[src/hdl/rs485_gate_pkg.sv]
/*
  shared constants and state types for the rs-422/485 transmit-gate block.
  assumes a 250 MHz system clock; bit rate set by a cycles-per-bit divisor.
*/
`default_nettype none

package rs485_gate_pkg;

  // clock and gate-off timing
  localparam int CLK_PERIOD_NS     = 4;
  localparam int SLOW_GATE_OFF_NS  = 3_000_000;  // low-rate gate-off hold
  localparam int SLOW_GATE_OFF_CYC = SLOW_GATE_OFF_NS / CLK_PERIOD_NS;

  // character layout
  localparam int DATA_BITS      = 8;
  localparam int PREAMBLE_CHARS = 2;
  localparam logic [3:0] FRAME_BITS_NOPAR = 4'hA;   // start, 8 data, stop
  localparam logic [3:0] FRAME_BITS_PAR   = 4'hB;   // plus even parity
  localparam logic [2:0] LAST_DATA_IDX    = 3'h7;
  localparam logic [3:0] LAST_RX_IDX_NOPAR = 4'h7;
  localparam logic [3:0] LAST_RX_IDX_PAR   = 4'h8;
  localparam logic       MARK  = 1'b1;
  localparam logic       SPACE = 1'b0;

  // transmit states, one-hot
  typedef enum logic [6:0] {
    TX_IDLE     = 7'h01,
    TX_PREAMBLE = 7'h02,
    TX_START    = 7'h04,
    TX_DATA     = 7'h08,
    TX_PARITY   = 7'h10,
    TX_STOP     = 7'h20,
    TX_HOLD     = 7'h40
  } tx_state_e;

  // receive states, one-hot
  typedef enum logic [3:0] {
    RX_IDLE  = 4'h1,
    RX_START = 4'h2,
    RX_SHIFT = 4'h4,
    RX_STOP  = 4'h8
  } rx_state_e;

endpackage : rs485_gate_pkg

`default_nettype wire

[src/hdl/rx_char_if.sv]
/*
  carries one received character from the receiver to the top module.
  assumes both ends share the system clock.
*/
`timescale 1ns/1ns
`default_nettype none

interface rx_char_if;
  logic [7:0] data;
  logic       valid;      // one-cycle pulse per character
  logic       parity_err;
  logic       framing_err;

  modport src (output data, output valid, output parity_err, output framing_err);
  modport snk (input data, input valid, input parity_err, input framing_err);
endinterface : rx_char_if

`default_nettype wire

[src/hdl/rx_char_receiver.sv]
/*
  character receiver: samples the synchronised receive pair level mid-bit,
  checks even parity and the stop bit. assumes rx_bit_i is already
  synchronised to sys_clk_i and the divisor is at least two.
*/
`timescale 1ns/1ns
`default_nettype none

module rx_char_receiver
  import rs485_gate_pkg::*;
#(
  parameter int DIV_W = 16
) (
  // clock and reset
  input  wire logic             sys_clk_i,
  input  wire logic             rst_b_i,
  // configuration
  input  wire logic [DIV_W-1:0] bit_div_i,
  input  wire logic             parity_en_i,
  // line level and character out
  input  wire logic             rx_bit_i,
  rx_char_if.src                rx
);

  rx_state_e        state_r, state_nxt;
  logic [DIV_W-1:0] cnt_r, cnt_nxt;
  logic [3:0]       idx_r, idx_nxt;
  logic [7:0]       sh_r, sh_nxt;
  logic             par_r, par_nxt;
  logic             valid_r, valid_nxt;
  logic             perr_r, perr_nxt;
  logic             ferr_r, ferr_nxt;
  logic             bit_end;

  assign bit_end = (cnt_r == bit_div_i - 1'b1);

  // next-state for framing, sampling at the centre of each bit
  always_comb begin
    state_nxt = state_r;
    cnt_nxt   = bit_end ? '0 : cnt_r + 1'b1;
    idx_nxt   = idx_r;
    sh_nxt    = sh_r;
    par_nxt   = par_r;
    valid_nxt = 1'b0;
    perr_nxt  = perr_r;
    ferr_nxt  = ferr_r;
    case (state_r)
      RX_IDLE: begin
        cnt_nxt = '0;
        if (rx_bit_i == SPACE) begin
          state_nxt = RX_START;
        end
      end
      RX_START: begin
        if (cnt_r == (bit_div_i >> 1)) begin
          cnt_nxt   = '0;
          idx_nxt   = '0;
          state_nxt = (rx_bit_i == SPACE) ? RX_SHIFT : RX_IDLE;  // reject glitch
        end
      end
      RX_SHIFT: begin
        if (bit_end) begin
          if (idx_r == LAST_RX_IDX_PAR) begin
            par_nxt = rx_bit_i;
          end else begin
            sh_nxt = {rx_bit_i, sh_r[7:1]};
          end
          idx_nxt = idx_r + 1'b1;
          if (idx_r == (parity_en_i ? LAST_RX_IDX_PAR : LAST_RX_IDX_NOPAR)) begin
            state_nxt = RX_STOP;
          end
        end
      end
      RX_STOP: begin
        if (bit_end) begin
          valid_nxt = 1'b1;
          perr_nxt  = parity_en_i & ((^sh_r) ^ par_r);   // even-parity error, flagged to the top module
          ferr_nxt  = (rx_bit_i != MARK);
          state_nxt = RX_IDLE;
        end
      end
      default: state_nxt = RX_IDLE;
    endcase
  end

  // state registers
  always_ff @(posedge sys_clk_i or negedge rst_b_i) begin
    if (!rst_b_i) begin
      state_r <= RX_IDLE;
      cnt_r   <= '0;
      idx_r   <= '0;
      sh_r    <= 8'h00;
      par_r   <= 1'b0;
      valid_r <= 1'b0;
      perr_r  <= 1'b0;
      ferr_r  <= 1'b0;
    end else begin
      state_r <= state_nxt;
      cnt_r   <= cnt_nxt;
      idx_r   <= idx_nxt;
      sh_r    <= sh_nxt;
      par_r   <= par_nxt;
      valid_r <= valid_nxt;
      perr_r  <= perr_nxt;
      ferr_r  <= ferr_nxt;
    end
  end

  assign rx.data        = sh_r;
  assign rx.valid       = valid_r;
  assign rx.parity_err  = perr_r;
  assign rx.framing_err = ferr_r;

endmodule : rx_char_receiver

`default_nettype wire

[src/hdl/rs485_driver_gate_control.sv]
/*
  rs-422/485 port with automatic transmit-gate control: serialises
  characters onto the transmit pair, drives the line driver enable, sends
  a mark preamble and releases the driver after the last character.
  assumes configuration inputs come from logic on sys_clk_i; the receive
  pair comes from pins and is synchronised here.
*/
`timescale 1ns/1ns
`default_nettype none

module rs485_driver_gate_control
  import rs485_gate_pkg::*;
#(
  parameter int DIV_W        = 16,
  parameter int SLOW_OFF_CYC = SLOW_GATE_OFF_CYC
) (
  // clock and reset
  input  wire logic             sys_clk_i,
  input  wire logic             rst_b_i,
  // configuration
  input  wire logic [DIV_W-1:0] bit_div_i,
  input  wire logic             parity_en_i,
  input  wire logic             slow_rate_i,
  input  wire logic             linked_mode_i,
  // transmit character stream
  input  wire logic [7:0]       tx_data_i,
  input  wire logic             tx_valid_i,
  output logic                  tx_ready_o,
  // line pins
  output logic                  tx_pair_pos_o,
  output logic                  tx_pair_neg_o,
  output logic                  tx_pair_oe_o,
  input  wire logic             rx_pair_pos_i,
  input  wire logic             rx_pair_neg_i,
  // received characters
  output logic [7:0]            rx_data_o,
  output logic                  rx_valid_o,
  output logic                  rx_parity_err_o,
  output logic                  rx_framing_err_o
);

  localparam int HOLD_W = $clog2(SLOW_OFF_CYC + 1);
  localparam logic [HOLD_W-1:0] HOLD_LAST = HOLD_W'(SLOW_OFF_CYC - 1);

  // elaboration checks
  if (DIV_W < 2) begin : g_bad_div
    $error("DIV_W must be at least 2");
  end
  if (SLOW_OFF_CYC < 1) begin : g_bad_hold
    $error("SLOW_OFF_CYC must be at least 1");
  end

  // reset release through two flip-flops
  logic [1:0] rst_sync_r;
  logic       rst_n;
  always_ff @(posedge sys_clk_i or negedge rst_b_i) begin
    if (!rst_b_i) begin
      rst_sync_r <= 2'h0;
    end else begin
      rst_sync_r <= {rst_sync_r[0], 1'b1};
    end
  end
  assign rst_n = rst_sync_r[1];

  // two-stage synchronisers for the receive pair
  logic [1:0] rx_meta_r;
  logic [1:0] rx_sync_r;
  logic       rx_bit;
  always_ff @(posedge sys_clk_i or negedge rst_n) begin
    if (!rst_n) begin
      rx_meta_r <= {SPACE, MARK};
      rx_sync_r <= {SPACE, MARK};
    end else begin
      rx_meta_r <= {rx_pair_neg_i, rx_pair_pos_i};
      rx_sync_r <= rx_meta_r;
    end
  end
  // undriven or equal pair reads as mark
  assign rx_bit = (rx_sync_r[0] != rx_sync_r[1]) ? rx_sync_r[0] : MARK;

  // receiver
  rx_char_if rx_if ();
  rx_char_receiver #(
    .DIV_W (DIV_W)
  ) u_rx (
    .sys_clk_i   (sys_clk_i),
    .rst_b_i     (rst_n),
    .bit_div_i   (bit_div_i),
    .parity_en_i (parity_en_i),
    .rx_bit_i    (rx_bit),
    .rx          (rx_if.src)
  );

  // registered receive outputs
  always_ff @(posedge sys_clk_i or negedge rst_n) begin
    if (!rst_n) begin
      rx_data_o        <= 8'h00;
      rx_valid_o       <= 1'b0;
      rx_parity_err_o  <= 1'b0;
      rx_framing_err_o <= 1'b0;
    end else begin
      rx_data_o        <= rx_if.data;
      rx_valid_o       <= rx_if.valid;
      rx_parity_err_o  <= rx_if.parity_err;
      rx_framing_err_o <= rx_if.framing_err;
    end
  end

  // transmit state
  tx_state_e         state_r, state_nxt;
  logic [DIV_W-1:0]  div_r, div_nxt;
  logic [4:0]        idx_r, idx_nxt;
  logic [7:0]        sh_r, sh_nxt;
  logic              par_r, par_nxt;
  logic [HOLD_W-1:0] hold_r, hold_nxt;
  logic              line_nxt;
  logic              ready_nxt;
  logic              oe_nxt;
  logic              neg_nxt;
  logic              accept;
  logic              tick;
  logic [3:0]        frame_bits;
  logic [4:0]        preamble_last;

  assign accept        = tx_valid_i & tx_ready_o;
  assign tick          = (div_r == bit_div_i - 1'b1);
  assign frame_bits    = parity_en_i ? FRAME_BITS_PAR : FRAME_BITS_NOPAR;
  assign preamble_last = 5'(PREAMBLE_CHARS * frame_bits - 1);

  // next-state for the transmitter and gate
  always_comb begin
    state_nxt = state_r;
    div_nxt   = tick ? '0 : div_r + 1'b1;
    idx_nxt   = idx_r;
    sh_nxt    = sh_r;
    par_nxt   = par_r;
    hold_nxt  = hold_r;
    if (accept) begin
      sh_nxt  = tx_data_i;
      par_nxt = ^tx_data_i;
      div_nxt = '0;
      idx_nxt = '0;
    end
    case (state_r)
      TX_IDLE: begin
        div_nxt = '0;
        if (accept) begin
          state_nxt = TX_PREAMBLE;   // gate on, line at mark
        end
      end
      TX_PREAMBLE: begin
        if (tick) begin
          idx_nxt = idx_r + 1'b1;
          if (idx_r == preamble_last) begin
            idx_nxt   = '0;
            state_nxt = TX_START;
          end
        end
      end
      TX_START: begin
        if (tick) begin
          state_nxt = TX_DATA;
        end
      end
      TX_DATA: begin
        if (tick) begin
          sh_nxt  = {1'b0, sh_r[7:1]};
          idx_nxt = idx_r + 1'b1;
          if (idx_r[2:0] == LAST_DATA_IDX) begin
            idx_nxt   = '0;
            state_nxt = parity_en_i ? TX_PARITY : TX_STOP;
          end
        end
      end
      TX_PARITY: begin
        if (tick) begin
          state_nxt = TX_STOP;
        end
      end
      TX_STOP: begin
        if (tick) begin
          hold_nxt  = '0;   // delay counts only from here
          idx_nxt   = '0;
          state_nxt = TX_HOLD;
        end
      end
      TX_HOLD: begin
        hold_nxt = hold_r + 1'b1;
        if (accept) begin
          state_nxt = TX_START;   // next character, gate kept on
        end else if (linked_mode_i) begin
          if (tick) begin
            idx_nxt = idx_r + 1'b1;
            if (idx_r == 5'(frame_bits - 1'b1)) begin
              state_nxt = TX_IDLE;   // one character time
            end
          end
        end else if (slow_rate_i) begin
          if (hold_r == HOLD_LAST) begin
            state_nxt = TX_IDLE;
          end
        end else begin
          state_nxt = TX_IDLE;   // one cycle, well within a bit
        end
      end
      default: state_nxt = TX_IDLE;
    endcase

    // line level for the next state
    case (state_nxt)
      TX_START:  line_nxt = SPACE;
      TX_DATA:   line_nxt = sh_nxt[0];
      TX_PARITY: line_nxt = par_nxt;
      default:   line_nxt = MARK;
    endcase
    ready_nxt = (state_nxt == TX_IDLE) || ((state_nxt == TX_HOLD) && !accept);
    neg_nxt   = ~line_nxt;
    oe_nxt    = (state_nxt != TX_IDLE);
  end

  // transmit registers and pins
  always_ff @(posedge sys_clk_i or negedge rst_n) begin
    if (!rst_n) begin
      state_r       <= TX_IDLE;
      div_r         <= '0;
      idx_r         <= '0;
      sh_r          <= 8'h00;
      par_r         <= 1'b0;
      hold_r        <= '0;
      tx_ready_o    <= 1'b0;
      tx_pair_pos_o <= MARK;
      tx_pair_neg_o <= ~MARK;
      tx_pair_oe_o  <= 1'b0;
    end else begin
      state_r       <= state_nxt;
      div_r         <= div_nxt;
      idx_r         <= idx_nxt;
      sh_r          <= sh_nxt;
      par_r         <= par_nxt;
      hold_r        <= hold_nxt;
      tx_ready_o    <= ready_nxt;
      tx_pair_pos_o <= line_nxt;
      tx_pair_neg_o <= neg_nxt;
      tx_pair_oe_o  <= oe_nxt;
    end
  end

endmodule : rs485_driver_gate_control

`default_nettype wire

[config.mk]
export PLATFORM = sky130hd
export DESIGN_NAME = rs485_driver_gate_control
export DESIGN_NICKNAME = d
export VERILOG_FILES = /design/src/hdl/rs485_gate_pkg.sv /design/src/hdl/rx_char_if.sv /design/src/hdl/rx_char_receiver.sv /design/src/hdl/rs485_driver_gate_control.sv
export SDC_FILE = /design/constraint.sdc
export NUM_CORES = 1
export LEC_CHECK = 0
export BUFFER_PORTS_ARGS = -buffer_cell sky130_fd_sc_hd__buf_2
export CORE_MARGIN = 2
export CORE_UTILIZATION = 47
export CTS_CLUSTER_SIZE = 20
export DETAILED_ROUTE_END_ITERATION = 12
export MAX_ROUTING_LAYER = met4
export PLACE_DENSITY = 0.66
export SYNTH_ARGS = -nofsm -noshare
export SYNTH_HDL_FRONTEND = slang
export SYNTH_SLANG_ARGS = --single-unit
[constraint.sdc]
create_clock -name sys_clk_i -period 8.9 [get_ports sys_clk_i]
set_clock_uncertainty 0.2 [all_clocks]
set_input_delay 1.335 -clock sys_clk_i [delete_from_list [all_inputs] [get_ports sys_clk_i]]
set_output_delay 1.335 -clock sys_clk_i [all_outputs]
set_load 0.02 [all_outputs]
==> results of run 1 <==
## flip-flops by register name (all words and copies together) (netlist names), 2 cells and up
name / count
u_rx.cnt_r: 16
u_rx.state_r: 4
rx_sync_r: 2
sh_r: 8
state_r: 7
hold_r: 20
u_rx.rx.data: 8
rx_meta_r: 2
rx_data_o: 8
div_r: 16
idx_r: 5
u_rx.idx_r: 4
rst_sync_r: 2
## placed cells by master, fill, tap and decap left out, types with 5 or more instances in the layout
master,instances
dfrtp_1,108
nor2_1,93
nand2_1,63
xnor2_1,59
xor2_1,55
buf_2,46
nand3_1,38
o21ai_0,34
a21oi_1,32
nor4_1,18
clkbuf_16,17
and3_1,16
inv_1,15
nand4_1,15
mux2i_1,15
nand2b_1,14
mux2_2,13
nor2b_1,10
nor3b_1,10
nor3_1,9
a31oi_1,8
ha_1,8
or3_1,7
nand3b_1,6
a211oi_1,5
dfstp_2,5
## metal layers
metal / share of wire / wire length (um) / global-route usage
met5: 0 / 0 / -
met2: 0.48 / 8030 / 0.344
met4: 0.015 / 256 / 0.0698
met3: 0.035 / 576 / 0.0455
met1: 0.47 / 7750 / 0.281
## layout make-up
| class | instances | area, sq um |
|---|---|---|
| multi-input combinational | 615 | 4040 |
| tap | 188 | 235 |
| clock buffer | 24 | 482 |
| timing repair buffer | 48 | 245 |
| clock inverter | 8 | 125 |
| sequential | 114 | 2860 |
| fill | 1374 | 7040 |
| inverter | 15 | 56.3 |
## power groups by stage
stage,clock network (mW),logic (mW),registers [mW]
finish,0.700,0.243,0.599
global route,0.734,0.270,0.606
CTS,0.715,0.244,0.598
detailed placement,0,0.243,0.606
global placement,0,0.238,0.605
floorplan,0,0.184,0.604
## through the flow
stage          std cells  hold slack [ns]   util  cell area, sq um
4_1_cts             1012            0.141  0.533              8050
3_5_place_dp         980            0.134  0.493              7440
3_3_place_gp         980            0.123  0.493              7440
6_report            1012            0.111  0.533              8050
2_1_floorplan        794            0.131      -              7190
5_1_grt             1012            0.162  0.533              8050
## logic make-up after synthesis
kind of cell,count (synthesis),share of synthesized area
compound gates,128,0.116
flops,114,0.397
simple gates,336,0.252
fa+ha+maj,8,0.0139
buf+inv,65,0.0409
xor+xnor,114,0.139
other cells,1,0.000521
mux,28,0.0412
## critical path, cell delays in order
cell,delay [ns]
buf_2,0.15
inv_1,0.07
ha_1,0.21
or3b_1,0.55
nor4_4,0.44
mux2_2,0.40
nor4_1,0.26
nand4_1,0.22
nor3_1,0.94
nor2_1,0.41
o21ai_0,0.29
o21ai_0,0.12
## final timing paths
check | end | depth (start not counted) | slack, ns
max in group asynchronous | tx_pair_oe_o | 1 | 7.09
hold reg to reg | rx_data_o[3] | 0 | 0.11
setup reg to reg | hold_r[10] | 8 | 5.04
min in group sys_clk_i | rx_sync_r[1] | 0 | 0.15
hold / removal | rx_data_o[3] | 0 | 0.11
setup / recovery | hold_r[10] | 12 | 3.58
==> summary.txt, run 1 <==
Worst Setup Start Kind - primary input
Max IR drop VDD - 0.145 mV
Die Y - 128 um
NetSw - 427 uW
vias - 5877
clk root buf - clkbuf_16
crit-path max FO - 12
wire per inst - 16.4 um
pwr dens - 192 nW/um^2
Synth top area share - 0.379
pre-CTS setup slack - 3.12 ns
Worst-Margin Slew - 1.16 ns
Synth Register Bits - 114
TritonCTS buffer count - 17
Post-synth EDFFs - 0
Vias/cell - 5.81
first drt pass iteration count - 5
fin worst setup slack - 3.58 ns
routability cong. - 0.924
Tcrit/Tclk final - 0.598
worst min-delay path class - reg -> async
most frequent cell after synthesis - dfrtp_1
Final nets - 851
ys flop type - dfrtp_1
count of cell types in the netlist - 78
LEAKAGE - 3.43 nW
Layout area overhead - 11.9%
Synth top cells by count - 109 x dfrtp_1, 93 x nor2_1, 63 x nand2_1
Yosys top cell by area - dfrtp_1
CTS tree - done
Crit. End Element - flop
CP Class - in -> reg
gr usage total - 0.217
initial antenna violation count - 0
post_cts resized - 0
total gr overflow - 0
Post-Syn Nets - 834
Initial Util - 0.477
WP data arrival - 5.41 ns
IO buf count - 46
I/O Pins - 47
CP required - 8.98 ns
post-detail-place hpwl - 11.9 mm
Clk network pwr share - 0.454
H-Tree Depth - 4
Post-CTS Setup Inserts - 0
Async SR Flop Fraction - 1.00
Clock Sinks - 114
largest net degree at the start of global routing - 72
Sequential Power Share - 0.388
RSZ-0062 raised after global routing - no
Final Setup Violations - 0
YS warnings - 0
netlist area before placement - 7190 sq um
Mean Syn Cell Area - 9.06 sq um
Sw Share - 0.277
post-synthesis sequential area ratio - 0.397
fin. max-slew vios - 0
total power - 1.54 mW
DRT iter0 DRCs - 448
Core Region - 15100 sq um
fmax - 188 MHz
vias in the first global route - 5586
max_slew headroom - 0.218
min cycle time layout - 5.32 ns
layout cell share with drive strength beyond 1 - 0.141
first-pass GRT wire length - 27.6 mm
final antenna-violating net count - 0
DRC - 0
Die ar. - 16300 sq um
Clk Latency, worst-skew pair - 0.42 ns
total negative slack - 0 ns
Post-Syn Instances - 794
crit path from - bit_div_i[0]
Internal - 1.12 mW
width of the die - 128 um
Max clock buf depth - 2
max cap viols - 0
final hold viol count - 0
# diodes - 0
synth top area cells - dfrtp_1 38%, xnor2_1 7.2%, xor2_1 6.7%
cts hold-fix bufs - 0
status - finished, final reports clean
row count - 45
WL final - 16.6 mm
Clock Pin Slew Worst Setup and Hold Paths - 0.05 ns
worst reg2reg startpoint - div_r[3]
Gate power share - 0.158
Note: power is estimated with default switching activity, not from simulation.
==> run 2: changes to the inputs <==
==> constraint.sdc (replaced) <==
create_clock -name sys_clk_i -period 5 [get_ports sys_clk_i]
set_clock_uncertainty 0.2 [all_clocks]
set_input_delay 0.75 -clock sys_clk_i [delete_from_list [all_inputs] [get_ports sys_clk_i]]
set_output_delay 0.75 -clock sys_clk_i [all_outputs]
set_load 0.02 [all_outputs]
==> run 2 against run 1 <==
  * Sequential power increased by 79%
  * Design area is 0.72% higher
  * Combinational power is 77% higher
  * Register-to-register slack worse by 3.1 ns
  * Critical path type unchanged
  * Total power is 80% higher
  * Clock-buffer cell count down 5
  * Die area did not move
  * Highest routed layer unchanged
==> summary.txt, run 2 (synthesized netlist as in run 1, its figures left out) <==
status - finished, final reports clean
Worst Setup Start Kind - primary input
total negative slack - 0 ns (unchanged)
initial antenna violation count - 0 (unchanged)
crit path from - bit_div_i[0]
Top delay family on crit path - simple AND/OR/NAND/NOR gates
worst path bufs/invs - 2 (unchanged)
CTS tree - done
routing usage on met1 - 0.274 (-0.00673)
I/O Pins - 47 (unchanged)
largest net degree at the start of global routing - 82 (+14%)
CP peak stage delay - 0.54 ns (-0.40 ns)
largest registers - hold_r (20), div_r (16), u_rx.cnt_r (16)
Most common cell on crit path - xor2_1
cts hold-fix bufs - 1 (+1)
busiest layer in global routing - met2
RSZ-0062 raised after global routing - no
Max clock buf depth - 2 (unchanged)
Die Y - 128 um (unchanged)
post-route design area - 8100 sq um (+0.72%)
layout cell share with drive strength beyond 1 - 0.148 (+0.00742)
TritonCTS buffer count - 17 (unchanged)
DP Area - 7480 sq um (+0.50%)
Initial Util - 0.477 (unchanged)
total gr overflow - 0 (unchanged)
first-pass GRT wire length - 27.4 mm (-0.85%)
WL final - 16.5 mm (-0.45%)
largest register by flop count - hold_r
CP Class - in -> reg
Tcrit/Tclk final - 0.779
max_slew headroom - 0.317 (+0.0991)
Worst-Margin Slew - 1.02 ns (-0.140 ns)
DRT iter0 DRCs - 501 (+12%)
row count - 45 (unchanged)
fin. max-slew vios - 0 (unchanged)
Layout area overhead - 12.7%
hold_sp - rx_meta_r[1]
Final Setup Violations - 0 (unchanged)
Die ar. - 16300 sq um (unchanged)
vias in the first global route - 5709 (+2.2%)
Clock Pin Slew Worst Setup and Hold Paths - 0.06 ns (about the same)
M2 GR Usage - 0.335 (-0.00818)
vias - 5856 (-0.36%)
LEAKAGE - 3.46 nW (+0.87%)
leading cell type in the layout, fill and taps excluded - dfrtp_1
final antenna-violating net count - 0 (unchanged)
min cycle time layout - 3.89 ns
Clock Sinks - 114 (unchanged)
most frequent cells in the layout - 108 x dfrtp_1, 93 x nor2_1, 63 x nand2_1
width of the die - 128 um (unchanged)
H-Tree Depth - 4 (unchanged)
post-detail-place hpwl - 12.0 mm (+0.86%)
Core Region - 15100 sq um (unchanged)
Slowest cell on crit path - or3b_1
worst reg2reg startpoint - div_r[3]
pwr dens - 342 nW/um^2 (+79%)
CP required - 5.10 ns (-3.88 ns)
max cap viols - 0 (unchanged)
DRC - 0 (unchanged)
met3 usage - 0.0451 (-0.000417)
IO buf count - 46 (unchanged)
fmax - 257 MHz
worst min-delay path class - reg -> reg
pre-CTS setup slack - 0.694 ns (-2.43 ns)
fin worst setup slack - 1.11 ns (-2.47 ns)
Vias/cell - 5.75 (-0.94%)
Crit. End Element - flop
Clk Latency, worst-skew pair - 0.43 ns (about the same)
# diodes - 0 (unchanged)
clk root buf - clkbuf_16
post_cts resized - 0 (unchanged)
wire per inst - 16.2 um (-1.0%)
final hold viol count - 0 (unchanged)
routability cong. - 0.962 (+4.0%)
Max IR drop VDD - 0.249 mV (+72%)
first drt pass iteration count - 6 (+1)
max FFs per register - 20 (unchanged)
gr usage total - 0.217 (-0.000699)
Post-CTS Setup Inserts - 0 (unchanged)
WP data arrival - 3.99 ns (-1.42 ns)
crit-path cells - buf_2, inv_1, ha_1, or3b_1, or3_1, xor2_1, xor2_1, and4b_1, and4_1, nand2_2, a21oi_4, mux2_2
Final nets - 857 (+0.71%)
crit-path max FO - 9 (-3)
## run 2: final timing paths
| path | to | depth (start not counted) | slack (ns) |
|---|---|---|---|
| min | rx_sync_r[1] | 0 | 0.15 |
| max in group asynchronous | hold_r[0] | 1 | 3.27 |
| min in group asynchronous | rx_parity_err_o | 0 | 0.31 |
| max | u_rx.rx.data[4] | 12 | 1.11 |
| min reg2reg | rx_sync_r[1] | 0 | 0.15 |
| max reg2reg | tx_pair_neg_o | 8 | 1.93 |
## run 2: metal layers
metal  share of wire  wire (um)  up-vias
met4           0.030        495        0
met3           0.034        568       42
met5               0          0        -
li1                -          -     2842
met2            0.47       7850      140
met1            0.46       7620     2832
## run 2: report_power, final
part | switching, mW | leakage, nW | internal [mW]
combinational | 0.264 | 1.74 | 0.164
clock | 0.443 | 0.293 | 0.832
sequential | 0.0717 | 1.43 | 0.998
total | 0.779 | 3.46 | 1.99
## run 2: final cells by class
cell class | instances | area [sq um]
Sequential cell | 114 | 2860
Timing Repair Buffer | 54 | 293
Tap cell | 188 | 235
Clock inverter | 13 | 184
Multi-Input combinational cell | 615 | 4040
Inverter | 15 | 56.3
Clock buffer | 19 | 433
Fill cell | 1376 | 6990
## run 2: per-stage QoR
stage | cells | util | hold WS (ns) | power, mW
floorplan | 794 | - | 0.131 | 1.40
global placement | 985 | 0.496 | 0.136 | 1.51
detailed placement | 985 | 0.496 | 0.138 | 1.51
CTS | 1018 | 0.537 | 0.151 | 2.80
global route | 1018 | 0.537 | 0.153 | 2.90
finish | 1018 | 0.537 | 0.148 | 2.77
==> run 3: changes to the inputs <==
--- a/config.mk
+++ b/config.mk
@@ -5,13 +5,14 @@
 export SDC_FILE = /design/constraint.sdc
 export NUM_CORES = 1
 export LEC_CHECK = 0
+export ABC_AREA = 1
 export BUFFER_PORTS_ARGS = -buffer_cell sky130_fd_sc_hd__buf_2
 export CORE_MARGIN = 2
 export CORE_UTILIZATION = 47
 export CTS_CLUSTER_SIZE = 20
 export DETAILED_ROUTE_END_ITERATION = 12
 export MAX_ROUTING_LAYER = met4
-export PLACE_DENSITY = 0.66
+export PLACE_DENSITY = 0.69
 export SYNTH_ARGS = -nofsm -noshare
 export SYNTH_HDL_FRONTEND = slang
 export SYNTH_SLANG_ARGS = --single-unit
==> constraint.sdc (replaced) <==
create_clock -name sys_clk_i -period 3.25 [get_ports sys_clk_i]
set_clock_uncertainty 0.2 [all_clocks]
set_input_delay 0.4875 -clock sys_clk_i [delete_from_list [all_inputs] [get_ports sys_clk_i]]
set_output_delay 0.4875 -clock sys_clk_i [all_outputs]
set_load 0.02 [all_outputs]
==> run 3 against run 2 <==
  * Design area grew 3.0%
  * Clock-buffer cell count up 4
  * Register-to-register slack got worse by 1.4 ns
  * First-iteration DRC count rose by 10%
  * Global-route usage rose by 0.80 points
  * Routed wire length grew 2.2%
  * Critical path type unchanged
==> summary.txt, run 3 <==
min cycle time layout - 2.82 ns
Synth Register Bits - 114 (unchanged)
worst reg2reg startpoint - hold_r[0]
LEAKAGE - 4.13 nW (+19%)
max_slew headroom - 0.549 (+0.232)
Clk Latency, worst-skew pair - 0.42 ns (about the same)
vias - 6579 (+12%)
Async SR Flop Fraction - 1.00 (unchanged)
Post-CTS Setup Inserts - 0 (unchanged)
M2 GR Usage - 0.336 (about the same)
Final Setup Violations - 0 (unchanged)
final non-filler cell total - 1273 (+25%)
CP peak stage delay - 0.34 ns (-0.20 ns)
post-detail-place hpwl - 12.8 mm (+7.3%)
ys flop type - dfrtp_1
CP required - 3.35 ns (-1.75 ns)
busiest layer in global routing - met2
H-Tree Depth - 4 (unchanged)
first-pass GRT wire length - 28.5 mm (+4.1%)
routing usage on met1 - 0.313 (+0.0389)
Core Region - 15100 sq um (unchanged)
Tcrit/Tclk final - 0.869
wire per inst - 13.3 um (-18%)
max cap viols - 0 (unchanged)
leading cell type in the layout, fill and taps excluded - nand2_1
Slowest cell on crit path - ha_1
final antenna-violating net count - 0 (unchanged)
status - finished, final reports clean
reg-to-reg setup timing slack - 0.57 ns (-1.36 ns)
routability cong. - 0.922 (-4.1%)
Post-Syn Nets - 1043 (+25%)
TritonCTS buffer count - 17 (unchanged)
largest net degree at the start of global routing - 75 (-8.5%)
total power - 4.49 mW (+62%)
fin worst setup slack - 0.427 ns (-0.681 ns)
Max clock buf depth - 2 (unchanged)
post-synthesis sequential area ratio - 0.398 (about the same)
Layout area overhead - 16.1%
pwr dens - 537 nW/um^2 (+57%)
width of the die - 128 um (about the same)
hold_ws - 0.128 ns (-0.0196 ns)
vias in the first global route - 5971 (+4.6%)
IO buf count - 46 (unchanged)
reg2reg end - hold_r[18]
Worst-Margin Slew - 0.670 ns (-0.355 ns)
CP Class - in -> reg
met3 usage - 0.0438 (-0.00125)
Crit. End Element - flop
netlist area before placement - 7190 sq um (about the same)
WP data arrival - 2.92 ns (-1.07 ns)
crit-path cells - buf_2, inv_1, ha_1, nand2_2, nor2_4, nand2_1, nand2_2, nand2_1, nand2_1, and2_1, nand3_1, nor3_2, nand3_4, nand2_1, nand3_1, nand3_1, nand2_1
first drt pass iteration count - 5 (-1)
CTS tree - done
Final nets - 1112 (+30%)
RSZ-0062 raised after global routing - no
Clock Sinks - 114 (unchanged)
Max IR drop VDD - 0.417 mV (+67%)
Most common cell on crit path - nand2_1
largest register by flop count - hold_r
Die ar. - 16300 sq um (about the same)
R2R depth - 15 (+7)
largest registers - hold_r (20), div_r (16), u_rx.cnt_r (16)
clk root buf - clkbuf_16
combined area of the multi-input logic cells - 3730 sq um (-7.7%)
Initial Util - 0.477 (about the same)
pre-CTS setup slack - 0.0254 ns (-0.669 ns)
most frequent cell after synthesis - nand2_1
Core Util, Final - 0.553 (+0.0161)
gr usage total - 0.225 (+0.00803)
# diodes - 0 (unchanged)
initial antenna violation count - 0 (unchanged)
max FFs per register - 20 (unchanged)
Fill cells - 1483 (+7.8%)
Worst Setup Start Kind - primary input
crit-path max FO - 7 (-2)
Synth top area share - 0.379 (about the same)
DRC - 0 (unchanged)
total negative slack - 0 ns (unchanged)
DP Area - 7700 sq um (+3.0%)
fmax - 354 MHz
Vias/cell - 5.17 (-10%)
worst min-delay path class - reg -> async
Post-Syn Instances - 1003 (+26%)
fin. max-slew vios - 0 (unchanged)
final hold viol count - 0 (unchanged)
layout cell share with drive strength beyond 1 - 0.131 (-0.0173)
synth top area cells - dfrtp_1 38%, nand2_1 13%, nand3_1 7.7%
DRT iter0 DRCs - 553 (+10%)
most frequent cells in the layout - 246 x nand2_1, 139 x inv_1, 114 x nor2_1
Die Y - 128 um (about the same)
Yosys top cell by area - dfrtp_1
Mean Syn Cell Area - 7.17 sq um (-21%)
post-route design area - 8350 sq um (+3.0%)
Synth top cells by count - 246 x nand2_1, 139 x inv_1, 114 x nor2_1
dpl cells - 1238 (+26%)
count of cell types in the netlist - 51 (-35%)
Register Area - 2860 sq um (unchanged)
total gr overflow - 0 (unchanged)
YS warnings - 0 (unchanged)
I/O Pins - 47 (unchanged)
WL final - 16.9 mm (+2.2%)
Clock Pin Slew Worst Setup and Hold Paths - 0.05 ns (about the same)
Post-synth EDFFs - 0 (unchanged)
row count - 45 (unchanged)
[run 3: cell types whose count changed after synthesis, moves of 17 or more]
cell      change
inv_1       +124
xnor2_1      -46
xor2_1       -23
nand3_1      +72
nor3_1       +17
nand2_1     +183
nor2_1       +21
clkbuf_1     -30
[run 3: metal layers]
metal / up-vias / routed length, um
met5: - / 0
met4: 0 / 137
met3: 13 / 712
met2: 152 / 7610
met1: 3021 / 8440
li1: 3393 / -
[run 3: how the worst max path moves through the flow]
stage                     depth (start not counted)    startpoint             to  slack, ns
final                                            17  bit_div_i[0]  u_rx.idx_r[3]       0.43
after global routing                             17  bit_div_i[0]  u_rx.idx_r[2]       0.18
after CTS                                        17  bit_div_i[0]  u_rx.idx_r[3]       0.47
after detailed placement                         17  bit_div_i[0]  u_rx.idx_r[3]       0.03
after global placement                           17  bit_div_i[0]  u_rx.idx_r[3]       0.14
after floorplan                                  16  bit_div_i[0]  u_rx.idx_r[2]       0.56
[run 3: area by class of cell]
cell class	instances	area share
Multi-Input combinational cell	732	0.447
Sequential cell	114	0.343
Inverter	148	0.0666
Clock buffer	23	0.0585
Timing Repair Buffer	59	0.0417
Tap cell	188	0.0282
Clock inverter	9	0.0154
[run 3: kinds of logic (layout without fill, tap and decap cells)]
group,Yosys count,in the layout,share of synthesized area
DFF,114,114,0.398
AOI/OAI and AO/OA,106,106,0.0884
muxes,2,2,0.00296
xor gates and xnor gates,45,45,0.0548
adders and majority gates,8,8,0.0139
and+or+nand+nor,570,570,0.358
buffers and inverters,157,239,0.0839
other,1,1,0.000522
[run 3: worst max-delay path: cells and delay by family]
family,cells,cell delay (ns)
buffers and inverters,2,0.26
AND/OR/NAND/NOR,14,1.86
adder cells (fa/ha/maj),1,0.34
[run 3: repair_timing]
| item | CTS | global route |
|---|---|---|
| hold endpoints to repair | 4 | 0 |
| hold buffers | 3 | 0 |
| resized for setup | 0 | 0 |
[run 3: power breakdown]
part / internal [mW] / switching [mW] / leakage [nW]
clock: 1.28 / 0.642 / 0.299
combinational: 0.301 / 0.577 / 2.40
sequential: 1.57 / 0.116 / 1.43
